`config.mk`:
```
export PLATFORM = sky130hd
export DESIGN_NAME = sst_seq
export DESIGN_NICKNAME = d
export VERILOG_FILES = /design/src/hdl/sst_seq.v
export VERILOG_INCLUDE_DIRS = /design/src /design/src/hdl
export SDC_FILE = /design/constraint.sdc
export NUM_CORES = 1
export LEC_CHECK = 0
export BUFFER_PORTS_ARGS = -buffer_cell sky130_fd_sc_hd__buf_2
export CAP_MARGIN = 20
export CORE_MARGIN = 2
export CORE_UTILIZATION = 59
export CTS_CLUSTER_SIZE = 25
export DETAILED_ROUTE_END_ITERATION = 6
export GPL_TIMING_DRIVEN = 0
export PLACE_DENSITY = 0.81
export SLEW_MARGIN = 20
export SYNTH_ARGS = -nofsm -noshare
export SYNTH_HDL_FRONTEND = slang
export SYNTH_SLANG_ARGS = --single-unit
export TNS_END_PERCENT = 30
```
`constraint.sdc`:
```
create_clock -name hclk -period 5.4 [get_ports hclk]
set_clock_uncertainty 0.2 [all_clocks]
set_input_delay 1.08 -clock hclk [delete_from_list [all_inputs] [get_ports hclk]]
set_output_delay 1.08 -clock hclk [all_outputs]
set_load 0.05 [all_outputs]
```
`src/hdl/sst_map.vh`:
```
// Behaviour
// - Two self-test modes: unpowered and powered
// - Command register value selects and starts mode
// - Unpowered: inline, bypass, sequential, all gates, done
// - Run relay on/off once, confirm sampled
// - Inline confirm late past time: inline fault
// - No inline confirm input: inline passes unchecked
// - Inline time Off skips inline test
// - Bypass and up-to-speed relays on/off, confirm checked
// - Bypass confirm late past time: bypass fault
// - Fan relay, no confirm input: bypass passes
// - Fire gates alone in order 6,3,5,2,4,1
// - Show number of gate now firing
// - Fire all six gates together
// - Enter key skips to next test
// - Unpowered: voltage or current aborts, abnormal fault
// - Powered: shorted pole, open pole, done
// - Poles alone; current: thyristor or ground fault
// - Current on wrong phase: transformer fault
// - Expected phase without current: thyristor fault
// - Powered: line voltage loss gives abnormal fault
// - Measured phase order mismatch: phase-order fault
`ifndef SST_MAP_VH
`define SST_MAP_VH

// ----------------------------------------
// Register offsets
// ----------------------------------------
`define SST_OFF_CMD 6'h00
`define SST_OFF_CFG 6'h01
`define SST_OFF_INL 6'h02
`define SST_OFF_BYP 6'h03
`define SST_OFF_DWELL 6'h04
`define SST_OFF_STAT 6'h05

// ----------------------------------------
// Command values
// ----------------------------------------
`define SST_CMD_STD 8'h01
`define SST_CMD_PWR 8'h02

// ----------------------------------------
// Configuration fields
// ----------------------------------------
`define SST_CFG_INL_ASG 0
`define SST_CFG_BYP_ASG 1
`define SST_CFG_BYP_FAN 2
`define SST_CFG_BYP_DED 3
`define SST_CFG_ORDER 4
`define SST_CFG_RST 5'h08

// ----------------------------------------
// Times, in milliseconds; tick and clock periods in nanoseconds
// ----------------------------------------
`define SST_INL_RST 16'h01f4
`define SST_BYP_RST 16'h01f4
`define SST_DWELL_RST 16'h03e8
`define SST_SETTLE_MS 16'h0002
`define SST_TICK_NS 1000000
`define SST_CLK_NS 8
`define SST_TICK_CYC (`SST_TICK_NS / `SST_CLK_NS)

// ----------------------------------------
// Status fields
// ----------------------------------------
`define SST_ST_STATE 0
`define SST_ST_GATE 4
`define SST_ST_DONE 8
`define SST_ST_BUSY 9
`define SST_ST_FLT 16

// ----------------------------------------
// Fault bits
// ----------------------------------------
`define SST_F_INL 0
`define SST_F_BYP 1
`define SST_F_ABN 2
`define SST_F_THY 3
`define SST_F_GND 4
`define SST_F_CT 5
`define SST_F_ORD 6

`endif

```
`src/hdl/sst_seq.v`:
```
`timescale 1ns/100ps
`default_nettype none
`include "sst_map.vh"

module sst_seq #(
    parameter [19:0] TICK_CYC = `SST_TICK_CYC
) (
    input wire hclk,
    input wire hresetn,
    input wire hsel,
    input wire [31:0] haddr,
    input wire [1:0] htrans,
    input wire hwrite,
    input wire [2:0] hsize,
    input wire [31:0] hwdata,
    input wire hready,
    output reg [31:0] hrdata,
    output reg hreadyout,
    output reg hresp,
    input wire key_enter,
    input wire inline_confirm,
    input wire bypass_confirm,
    input wire line_volt_det,
    input wire phase_cur_det,
    input wire ground_cur_det,
    input wire [2:0] pole_cur_det,
    input wire phase_order_meas,
    output reg run_relay_q,
    output reg uts_relay_q,
    output reg bypass_relay_q,
    output reg [5:0] gate_q,
    output reg [2:0] pole_en_q,
    output reg loop_en_q
);

    // ----------------------------------------
    // States
    // ----------------------------------------
    localparam [3:0] S_IDLE = 4'h0;
    localparam [3:0] S_IN_ON = 4'h1;
    localparam [3:0] S_IN_OFF = 4'h2;
    localparam [3:0] S_BY_ON = 4'h3;
    localparam [3:0] S_BY_OFF = 4'h4;
    localparam [3:0] S_G_SEQ = 4'h5;
    localparam [3:0] S_G_ALL = 4'h6;
    localparam [3:0] S_SHORT = 4'h7;
    localparam [3:0] S_OPEN = 4'h8;

    // ----------------------------------------
    // Functions
    // ----------------------------------------
    // Test that follows when the current one is skipped
    function [3:0] skip_to;
        input [3:0] s;
        begin
            case (s)
                S_IN_ON, S_IN_OFF: skip_to = S_BY_ON;
                S_BY_ON, S_BY_OFF: skip_to = S_G_SEQ;
                S_G_SEQ: skip_to = S_G_ALL;
                S_SHORT: skip_to = S_OPEN;
                default: skip_to = S_IDLE;
            endcase
        end
    endfunction

    // Firing order 6,3,5,2,4,1 as gate numbers
    function [2:0] gate_num;
        input [2:0] i;
        begin
            case (i)
                3'd0: gate_num = 3'd6;
                3'd1: gate_num = 3'd3;
                3'd2: gate_num = 3'd5;
                3'd3: gate_num = 3'd2;
                3'd4: gate_num = 3'd4;
                default: gate_num = 3'd1;
            endcase
        end
    endfunction

    function [5:0] gate_bit;
        input [2:0] i;
        begin
            gate_bit = 6'h01 << (gate_num(i) - 3'd1);
        end
    endfunction

    function [2:0] pole_bit;
        input [2:0] i;
        begin
            pole_bit = 3'h1 << i[1:0];
        end
    endfunction

    // ----------------------------------------
    // Pin synchronisers
    // ----------------------------------------
    wire [9:0] pin_raw;
    reg [9:0] s1_q;
    reg [9:0] s2_q;
    reg [9:0] s3_q;
    reg [9:0] pin_q;
    reg key_prev_q;

    assign pin_raw = {key_enter, inline_confirm, bypass_confirm,
                      line_volt_det, phase_cur_det, ground_cur_det,
                      pole_cur_det, phase_order_meas};

    // A change counts once the second and third stages agree
    always @(posedge hclk or negedge hresetn) begin
        if (!hresetn) begin
            s1_q <= 10'h000;
            s2_q <= 10'h000;
            s3_q <= 10'h000;
            pin_q <= 10'h000;
            key_prev_q <= 1'b0;
        end else begin
            s1_q <= pin_raw;
            s2_q <= s1_q;
            s3_q <= s2_q;
            pin_q <= (s2_q & s3_q) | (pin_q & (s2_q ^ s3_q));
            key_prev_q <= pin_q[9];
        end
    end

    wire key_press = pin_q[9] & ~key_prev_q;
    wire inl_f = pin_q[8];
    wire byp_f = pin_q[7];
    wire volt_f = pin_q[6];
    wire cur_f = pin_q[5];
    wire gnd_f = pin_q[4];
    wire [2:0] pcur_f = pin_q[3:1];
    wire ord_f = pin_q[0];

    // ----------------------------------------
    // Millisecond tick
    // ----------------------------------------
    reg [19:0] div_q;
    reg tick_q;

    always @(posedge hclk or negedge hresetn) begin
        if (!hresetn) begin
            div_q <= 20'h00000;
            tick_q <= 1'b0;
        end else if (div_q >= TICK_CYC - 20'h00001) begin
            div_q <= 20'h00000;
            tick_q <= 1'b1;
        end else begin
            div_q <= div_q + 20'h00001;
            tick_q <= 1'b0;
        end
    end

    // ----------------------------------------
    // Register bus
    // ----------------------------------------
    reg [4:0] cfg_q;
    reg [15:0] inl_time_q;
    reg [15:0] byp_time_q;
    reg [15:0] dwell_q;
    reg wr_pend_q;
    reg [5:0] wa_q;
    reg go_std_q;
    reg go_pwr_q;
    reg [3:0] st_q;
    reg [2:0] idx_q;
    reg [6:0] flt_q;
    reg done_q;
    reg [31:0] rd_d;

    wire addr_ph = hsel & hready & htrans[1];

    always @* begin
        rd_d = 32'h00000000;
        case (haddr[7:2])
            `SST_OFF_CFG: rd_d = {27'h0000000, cfg_q};
            `SST_OFF_INL: rd_d = {16'h0000, inl_time_q};
            `SST_OFF_BYP: rd_d = {16'h0000, byp_time_q};
            `SST_OFF_DWELL: rd_d = {16'h0000, dwell_q};
            `SST_OFF_STAT: begin
                rd_d[`SST_ST_STATE +: 4] = st_q;
                // Shows the gate being fired during the sequence
                if (st_q == S_G_SEQ) begin
                    rd_d[`SST_ST_GATE +: 3] = gate_num(idx_q);
                end
                rd_d[`SST_ST_DONE] = done_q;
                rd_d[`SST_ST_BUSY] = (st_q != S_IDLE);
                rd_d[`SST_ST_FLT +: 7] = flt_q;
            end
            default: rd_d = 32'h00000000;
        endcase
    end

    always @(posedge hclk or negedge hresetn) begin
        if (!hresetn) begin
            hrdata <= 32'h00000000;
            hreadyout <= 1'b0;
            hresp <= 1'b0;
            wr_pend_q <= 1'b0;
            wa_q <= 6'h00;
            cfg_q <= `SST_CFG_RST;
            inl_time_q <= `SST_INL_RST;
            byp_time_q <= `SST_BYP_RST;
            dwell_q <= `SST_DWELL_RST;
            go_std_q <= 1'b0;
            go_pwr_q <= 1'b0;
        end else begin
            hreadyout <= 1'b1;
            hresp <= 1'b0;
            go_std_q <= 1'b0;
            go_pwr_q <= 1'b0;
            wr_pend_q <= addr_ph & hwrite;
            if (addr_ph) begin
                wa_q <= haddr[7:2];
                hrdata <= hwrite ? 32'h00000000 : rd_d;
            end
            if (wr_pend_q) begin
                case (wa_q)
                    `SST_OFF_CMD: begin
                        // Only entry into self test
                        go_std_q <= (hwdata[7:0] == `SST_CMD_STD);
                        go_pwr_q <= (hwdata[7:0] == `SST_CMD_PWR);
                    end
                    `SST_OFF_CFG: cfg_q <= hwdata[4:0];
                    `SST_OFF_INL: inl_time_q <= hwdata[15:0];
                    `SST_OFF_BYP: byp_time_q <= hwdata[15:0];
                    `SST_OFF_DWELL: dwell_q <= hwdata[15:0];
                    default: wa_q <= wa_q;
                endcase
            end
        end
    end

    // ----------------------------------------
    // Sequencer decisions
    // ----------------------------------------
    reg [15:0] tmr_q;
    reg [3:0] nxt_d;
    reg [2:0] idx_d;
    reg [6:0] flt_d;

    wire t_dwell = (tmr_q >= dwell_q);
    wire t_inl = (tmr_q >= inl_time_q);
    wire t_byp = (tmr_q >= byp_time_q);
    wire inl_chk = cfg_q[`SST_CFG_INL_ASG];
    wire byp_fan = cfg_q[`SST_CFG_BYP_FAN];
    wire byp_chk = ~(byp_fan & ~cfg_q[`SST_CFG_BYP_ASG]);
    wire ord_bad = (ord_f != cfg_q[`SST_CFG_ORDER]);
    wire std_run = (st_q >= S_IN_ON) && (st_q <= S_G_ALL);
    wire pwr_run = (st_q == S_SHORT) || (st_q == S_OPEN);
    wire [2:0] exp_pole = pole_bit(idx_q);

    always @* begin
        nxt_d = st_q;
        idx_d = idx_q;
        flt_d = 7'h00;
        case (st_q)
            S_IDLE: begin
                if (go_std_q) begin
                    // Time Off skips the inline test outright
                    nxt_d = (inl_time_q == 16'h0000) ? S_BY_ON : S_IN_ON;
                    idx_d = 3'd0;
                end else if (go_pwr_q) begin
                    nxt_d = S_SHORT;
                    idx_d = 3'd0;
                end
            end
            S_IN_ON: begin
                if (!inl_chk) begin
                    if (t_dwell) nxt_d = S_IN_OFF;
                end else if (inl_f) begin
                    nxt_d = S_IN_OFF;
                end else if (t_inl) begin
                    flt_d[`SST_F_INL] = 1'b1;
                end
            end
            S_IN_OFF: begin
                if (!inl_chk) begin
                    if (t_dwell) nxt_d = S_BY_ON;
                end else if (!inl_f) begin
                    nxt_d = S_BY_ON;
                end else if (t_inl) begin
                    flt_d[`SST_F_INL] = 1'b1;
                end
            end
            S_BY_ON: begin
                if (!byp_chk) begin
                    if (t_dwell) nxt_d = S_BY_OFF;
                end else if (byp_f) begin
                    nxt_d = S_BY_OFF;
                end else if (t_byp) begin
                    flt_d[`SST_F_BYP] = 1'b1;
                end
            end
            S_BY_OFF: begin
                if (!byp_chk) begin
                    if (t_dwell) nxt_d = S_G_SEQ;
                end else if (!byp_f) begin
                    nxt_d = S_G_SEQ;
                end else if (t_byp) begin
                    flt_d[`SST_F_BYP] = 1'b1;
                end
                idx_d = 3'd0;
            end
            S_G_SEQ: begin
                if (t_dwell) begin
                    if (idx_q == 3'd5) begin
                        nxt_d = S_G_ALL;
                        idx_d = 3'd0;
                    end else begin
                        idx_d = idx_q + 3'd1;
                    end
                end
            end
            S_G_ALL: begin
                if (t_dwell) nxt_d = S_IDLE;
            end
            S_SHORT: begin
                // Any current with a single pole energised is a fault
                if (pcur_f != 3'h0) begin
                    if (gnd_f) flt_d[`SST_F_GND] = 1'b1;
                    else flt_d[`SST_F_THY] = 1'b1;
                end else if (t_dwell) begin
                    if (idx_q == 3'd2) begin
                        nxt_d = S_OPEN;
                        idx_d = 3'd0;
                    end else begin
                        idx_d = idx_q + 3'd1;
                    end
                end
            end
            S_OPEN: begin
                // Current of the previous pole needs time to die away
                if (tmr_q >= `SST_SETTLE_MS && (pcur_f & ~exp_pole) != 3'h0) begin
                    flt_d[`SST_F_CT] = 1'b1;
                end else if (t_dwell) begin
                    if ((pcur_f & exp_pole) == 3'h0) begin
                        flt_d[`SST_F_THY] = 1'b1;
                    end else if (idx_q == 3'd2) begin
                        nxt_d = S_IDLE;
                    end else begin
                        idx_d = idx_q + 3'd1;
                    end
                end
            end
            default: nxt_d = S_IDLE;
        endcase
        // Enter moves straight on to the following test
        if (key_press && st_q != S_IDLE && flt_d == 7'h00) begin
            nxt_d = skip_to(st_q);
            idx_d = 3'd0;
            if (nxt_d == S_BY_ON && st_q == S_IDLE) nxt_d = S_BY_ON;
        end
        if (std_run && (volt_f || cur_f)) begin
            flt_d[`SST_F_ABN] = 1'b1;
        end
        if ((pwr_run || go_pwr_q && st_q == S_IDLE) && !volt_f) begin
            flt_d[`SST_F_ABN] = 1'b1;
        end
        if ((pwr_run || go_pwr_q && st_q == S_IDLE) && ord_bad) begin
            flt_d[`SST_F_ORD] = 1'b1;
        end
    end

    // ----------------------------------------
    // Sequencer state and outputs
    // ----------------------------------------
    wire moving = (nxt_d != st_q) || (idx_d != idx_q);

    always @(posedge hclk or negedge hresetn) begin
        if (!hresetn) begin
            st_q <= S_IDLE;
            idx_q <= 3'd0;
            tmr_q <= 16'h0000;
            flt_q <= 7'h00;
            done_q <= 1'b0;
            run_relay_q <= 1'b0;
            uts_relay_q <= 1'b0;
            bypass_relay_q <= 1'b0;
            gate_q <= 6'h00;
            pole_en_q <= 3'h0;
            loop_en_q <= 1'b0;
        end else if (flt_d != 7'h00) begin
            // Leave at once with every drive released
            st_q <= S_IDLE;
            idx_q <= 3'd0;
            tmr_q <= 16'h0000;
            flt_q <= flt_d;
            done_q <= 1'b0;
            run_relay_q <= 1'b0;
            uts_relay_q <= 1'b0;
            bypass_relay_q <= 1'b0;
            gate_q <= 6'h00;
            pole_en_q <= 3'h0;
            loop_en_q <= 1'b0;
        end else begin
            st_q <= nxt_d;
            idx_q <= idx_d;
            if (moving) begin
                tmr_q <= 16'h0000;
            end else if (tick_q && tmr_q != 16'hffff) begin
                tmr_q <= tmr_q + 16'h0001;
            end
            if (st_q == S_IDLE && nxt_d != S_IDLE) begin
                flt_q <= 7'h00;
                done_q <= 1'b0;
            end else if (st_q != S_IDLE && nxt_d == S_IDLE) begin
                done_q <= 1'b1;
            end
            run_relay_q <= (nxt_d == S_IN_ON);
            uts_relay_q <= (nxt_d == S_BY_ON);
            bypass_relay_q <= (nxt_d == S_BY_ON) &&
                cfg_q[`SST_CFG_BYP_DED] && !byp_fan;
            if (nxt_d == S_G_SEQ) begin
                gate_q <= gate_bit(idx_d);
            end else if (nxt_d == S_G_ALL) begin
                gate_q <= 6'h3f;
            end else begin
                gate_q <= 6'h00;
            end
            if (nxt_d == S_SHORT || nxt_d == S_OPEN) begin
                pole_en_q <= pole_bit(idx_d);
            end else begin
                pole_en_q <= 3'h0;
            end
            loop_en_q <= (nxt_d == S_OPEN);
        end
    end

endmodule
`default_nettype wire

```
## Word-level counts from Yosys, hierarchy flattened

Index checks and enable logic that the tools add are counted.
W data, S select, Z words.

| word-level totals | value |
|---|---|
| register bits | 201 |
| bits of input ports | 84 |
| output and inout port bits | 47 |
| logic and storage cells | 247 |

| cells by class | value |
|---|---|
| add/subtract/negate cells | 4 |
| $lt $le $gt $ge | 7 |
| equal/unequal tests | 40 |
| shift-type cells | 3 |
| multiplexer cells | 107 |
| bitwise logic cells | 14 |
| reductions and logical operators | 44 |

Operators by type and width:

| operator | count |
|---|---|
| $mux W4 | 28 |
| $mux W3 | 18 |
| $ge A16 B16 Y1 | 3 |
| $mux W16 | 3 |
| $pmux W3 S5 | 3 |
| $mux W6 | 6 |
| $pmux W4 S9 | 1 |
| $pmux W7 S5 | 1 |
| $mux W1 | 33 |
| $eq A4 B3 Y1 const B | 7 |
| $eq A6 B2 Y1 const B | 4 |
| $mux W23 | 1 |
| $mux W7 | 3 |
| $add A20 B1 Y20 const B | 1 |
| $and A10 B10 Y10 | 2 |
| $ge A20 B17 Y1 const B | 1 |
| $mux W20 | 1 |
| $eq A6 B3 Y1 const B | 3 |
| $pmux W6 S3 | 1 |
| $add A16 B1 Y16 const B | 1 |
| $eq A4 B2 Y1 const B | 4 |
| $ge A16 B2 Y1 const B | 1 |
| $logic_not A16 Y1 | 1 |
| $ne A16 B16 Y1 const B | 1 |
| other kinds (43) | 91 |

## Depth between registers and ports, before layout

| depth | value |
|---|---|
| depth after elaboration | 21 |
| gate-level depth with buffers | 14 |
| depth with buffers taken out | 12 |

## Worst setup path before layout

OpenSTA, ideal clock, no wires.

| timing | value |
|---|---|
| kind | reg2reg |
| start | register dwell_q[9] |
| end | register gate_q[4] |
| setup time | 0.078 ns |
| arrival | 3.511 ns |
| data required time | 5.122 ns |
| setup slack | 1.611 ns |
| stages on the path, launching flop included | 14 |
| path buffers | 2 |
| period minus slack after synthesis | 3.789 ns |
| cells stage by stage | dfstp_2 -> inv_1 -> ha_1 -> a21oi_1 -> nor3_1 -> or4_1 -> buf_2 -> o31ai_4 -> nor3b_4 -> and3_1 -> buf_4 -> mux2_2 -> or4b_1 -> a21oi_1 |

| on the way | value |
|---|---|
| cells in the longest elaborated chain, start to end | 15 |
| elaborated cells between the ends (all ways) | 45 |
| those cells by class | 1 x add/sub; 1 x order compare; 6 x eq/ne; 1 x shift; 32 x mux; 4 x reduce/logical |

RTL lines:

| element | RTL line | RTL |
|---|---|---|
| start: declaration | sst_seq.v:160 | `reg [15:0] dwell_q;` |
| start signal: assignment | sst_seq.v:204 | `` dwell_q <= `SST_DWELL_RST; `` |
| start signal: assignment | sst_seq.v:227 | `` `SST_OFF_DWELL: dwell_q <= hwdata[15:0]; `` |
| $ge A16 B16 Y1 * | sst_seq.v:242 | `wire t_dwell = (tmr_q >= dwell_q);` |
| $mux W1 | sst_seq.v:336 | `end else if (t_dwell) begin` |
| $mux W1 | sst_seq.v:334 | `` if (tmr_q >= `SST_SETTLE_MS && (pcur_f & ~exp_pole) != 3'h0) begin `` |
| $pmux W1 S2 | sst_seq.v:257 | `case (st_q)` |
| $logic_not A5 Y1 | sst_seq.v:349 | `if (key_press && st_q != S_IDLE && flt_d == 7'h00) begin` |
| $logic_and A1 B1 Y1 | sst_seq.v:349 |  |
| $mux W3 | sst_seq.v:349 |  |
| $eq A3 B3 Y1, or another cell as far along | sst_seq.v:70 | `case (i)` |
| $pmux W3 S5 | sst_seq.v:70 |  |
| $mux W3 | sst_seq.v:414 | `if (nxt_d == S_G_SEQ) begin` |
| $mux W3 | sst_seq.v:383 | `end else if (flt_d != 7'h00) begin` |
| $sub A3 B1 Y3 | sst_seq.v:84 | `gate_bit = 6'h01 << (gate_num(i) - 3'd1);` |
| $shl A1 B3 Y6 | sst_seq.v:84 |  |
| $mux W6 | sst_seq.v:414 |  |
| $mux W6 * | sst_seq.v:383 |  |
| end signal: assignment | sst_seq.v:415 | `gate_q <= gate_bit(idx_d);` |
| end: declaration | sst_seq.v:31 | `output reg [5:0] gate_q,` |

Mark *: on every way between the ends. The rest lies on a longest branch, timed or not. The select of a mux whose other input is x is not followed.
A chain may end at the register's enable or synchronous reset.

## Final worst setup path

| timing | value |
|---|---|
| start | register tmr_q[0] |
| end | register tmr_q[13] |

| on the way | value |
|---|---|
| cells in the longest elaborated chain, start to end | 12 |
| elaborated cells between the ends (all ways) | 58 |
| those cells by class | 1 x add/sub; 4 x order compare; 3 x eq/ne; 43 x mux; 7 x reduce/logical |

RTL lines:

| element | RTL line | RTL |
|---|---|---|
| start: declaration | sst_seq.v:237 | `reg [15:0] tmr_q;` |
| start signal: assignment | sst_seq.v:402 | `tmr_q <= tmr_q + 16'h0001;` |
| $ge A16 B16 Y1, on equally long branches | sst_seq.v:243, sst_seq.v:244 |  |
| $mux W1, on equally long branches (3 in series) | - |  |
| $pmux W1 S2 | sst_seq.v:257 |  |
| $logic_not A5 Y1 | sst_seq.v:349 |  |
| $logic_and A1 B1 Y1 | sst_seq.v:349 |  |
| $mux W4 / $mux W3 (equally long branches) | sst_seq.v:349 |  |
| $ne A4 B4 Y1 / $ne A3 B3 Y1 (equally long branches) | sst_seq.v:368 | `wire moving = (nxt_d != st_q) \|\| (idx_d != idx_q);` |
| $logic_or A1 B1 Y1 | sst_seq.v:368 |  |
| $mux W16 | sst_seq.v:399 | `if (moving) begin` |
| $mux W16 | sst_seq.v:383 |  |

Parallel ways exist; a longest one is shown, timed or not. The select of a mux whose other input is x is not followed.

==> metrics <==
R2R depth 12; register area share after synthesis a little under half; CP Capture Type register; Routed WL per cell a little under 20 um; Initial DRC Count a little under 800; crit path cell chain inv_1 > ha_1 > or3b_2 > o2111ai_1 > a31o_2 > a31oi_1 > o2111ai_1 > nand3_1 > and4_1 > a221oi_2 > buf_4 > nor4_2; reg2reg start tmr_q[0]$_DFFE_PN0P_; Crit path arrival time about 4.8 ns; Post-synth ARST share 100%; top cell type's share of synthesized area between 40% and 50%; Sum Neg Setup Slack 0 ns; Hold Buf Count CTS 0; Post-Syn Area ~0.01 sq mm; postcts setup bufs 0; R2R Setup Slk roughly 0.73 ns; Worst-Margin Slew about 0.85 ns; leading area contributor after synthesis dfrtp_1; CP max-delay cell o2111ai_1; CP peak stage delay ~0.7 ns; DIE HEIGHT 136 um; total clock sinks approximately 190; Worst Path Buf+Inv 2; hold-critical path depth 0; die width 136 um; Final #Nets around 1200; DRT Pass-1 Iters 6; Syn. warnings 0; Top cell by count, worst path o2111ai_1; # diodes 0; DPL Wire Length around 18000 um; crit share post-route about 87%; Logic pwr share between 15 and 20%; HP Class register to register; Fin. Hold Viols 0; final WL roughly 25000 um; CTS max path bufs 2; most numerous cell in the Yosys netlist dfrtp_1; # setup viols final 0; share of power burned in registers around 47%; Tot GR Track Use between 20% and 30%; Worst setup SP type register; CTS tree done; Core Area approximately 0.017 sq mm; RSZ-0062 raised after global routing no; initial core utilization between 50% and 60%; DIE AREA 0.0184 sq mm; CP Launch Point tmr_q[0]$_DFFE_PN0P_; Worst VDD drop roughly 0.32 mV; critical path peak fanout 10; largest net degree at the start of global routing roughly 100; worst relative slew slack between 40% and 50%; Final Util 67.7%; Mean Syn Cell Area approximately 11 sq um; cts bufs inserted 17; delay-heaviest family, CP compound AO/OA/AOI/OAI gates; vias per std cell 6.05; DR vias between 7000 and 8000; WS Path Type register to register; cts repair resizes 0; max-slew violation count 0; status completed; WP data required between 5 and 6 ns; Post-synth EDFFs 0; layout cells sized above 1 about a fifth; H-tree level count 4; Worst-path clk slew ~0.070 ns; Area growth, synth to finish 13.4%; Net Sw Power ~1.1 mW; Placement Rows 48; distinct cell type count after synthesis 79; Tmin final around 4.7 ns; Fmax about 210 MHz; root buffer cell clkbuf_16; Residual DRC 0; clock share of power 35.9%; Mapped Cells a little under 1000; pwr/cell area around 310 mW/mm^2; Static Leak between 5 and 6 nW; R2R Path End tmr_q[13]$_DFFE_PN0P_; Synth area leaders dfrtp_1, ha_1, mux2_2; top_reg_cell synth dfrtp_1; Hold Startpoint s1_q[5]$_DFF_PN0_; Port Buf Inserts 74; internal power between 2 and 3 mW; Post-synth top cells dfrtp_1, nand2_1, ha_1, inv_1, nor2_1; Antenna Nets Post-Route 0; first-pass GRT wire length 40500 um; max cap viols 0; I/O Pins about 130; FF+latch count, synth 192; vias in the first global route approximately 8000; WHS Endpoint s2_q[5]$_DFF_PN0_; grt ovf 0; worst skew pair latency around 0.44 ns; antenna violations before repair 0; RePlAce Congestion 0.932; Filler cells between 1000 and 1500; switching part of the total power a little under a third
[registers in the layout (all words and copies together), names as in the netlist, 7 cells and up]
name        count
div_q          20
byp_time_q     16
s2_q           10
s3_q           10
hrdata         23
s1_q           10
inl_time_q     16
tmr_q          16
dwell_q        16
pin_q          10
flt_q           7
[cells by family after synthesis]
family	after synthesis	synth area share, %
XOR/XNOR	31	2.73
adder cells (fa/ha/maj)	67	8.20
buffers and inverters	110	4.66
multiplexers	51	5.56
other	2	0.0735
flip-flops	192	47.2
AO/OA/AOI/OAI	217	15.4
AND/OR/NAND/NOR	300	16.1
[worst reg2reg max path, delay by kind of cell, from the launching register on]
kind / cells / cell delay (ns)
flops: 1 / 0.44
fa+ha+maj: 1 / 0.29
buf+inv: 2 / 0.56
simple gates: 4 / 1.43
compound gates: 5 / 1.65
[metrics by stage]
stage | instances | cell area, sq um | hold WS [ns] | setup slack [ns] | total power [mW]
2_1_floorplan | 982 | 10300 | 0.131 | 1.61 | 2.10
3_3_place_gp | 1281 | 10900 | 0.134 | 0.0105 | 2.28
3_5_place_dp | 1283 | 11000 | 0.135 | 0.818 | 2.32
4_1_cts | 1315 | 11600 | 0.148 | 0.762 | 3.61
5_1_grt | 1315 | 11600 | 0.160 | 0.474 | 3.76
6_report | 1315 | 11600 | 0.148 | 0.727 | 3.60
[worst max-delay path by stage]
| stage | endpoint | depth (start not counted) |
|---|---|---|
| 3_5_place_dp | tmr_q[12]$_DFFE_PN0P_ | 13 |
| 3_3_place_gp | dwell_q[13]$_DFFE_PN0P_ | 1 |
| 6_report | tmr_q[13]$_DFFE_PN0P_ | 12 |
| 4_1_cts | tmr_q[13]$_DFFE_PN0P_ | 12 |
| 5_1_grt | tmr_q[10]$_DFFE_PN0P_ | 12 |
| 2_1_floorplan | gate_q[4]$_DFF_PN0_ | 13 |
[power groups by stage]
stage / clock [mW] / sequential, mW / combinational [mW]
floorplan: 0 / 1.69 / 0.414
global placement: 0 / 1.72 / 0.566
detailed placement: 0 / 1.72 / 0.593
CTS: 1.31 / 1.70 / 0.604
global route: 1.37 / 1.71 / 0.676
finish: 1.29 / 1.70 / 0.606
[layout by cell type, fill, tap and decap left out, types with 17 or more instances in the layout]
cell type  count
dfrtp_1      173
nand2_1       76
buf_2         76
ha_1          67
inv_1         62
nor2_1        53
mux2_2        46
o21ai_0       44
a21oi_1       34
nand3_1       33
clkbuf_1      29
a22o_1        29
nor4_1        22
dfstp_2       19
a21o_1        18
clkbuf_16     17
[layout make-up]
class                           count  area [sq um]  share of cell area, %
Clock inverter                     14           170                   1.47
Buffer                             48           244                   2.11
Multi-Input combinational cell    680          4970                   42.9
Clock buffer                       18           429                   3.70
Sequential cell                   192          4830                   41.7
Tap cell                          225           282                   2.43
Timing Repair Buffer               76           435                   3.76
Inverter                           62           233                   2.01
[per-layer routing]
metal	vias up	wire length (um)	GRT usage [%]
li1	3742	-	-
met1	3910	11200	39.3
met2	265	12000	45.1
met3	45	1610	6.43
met4	0	508	8.51
met5	-	0	0
Power figures use the tool's default switching activity.
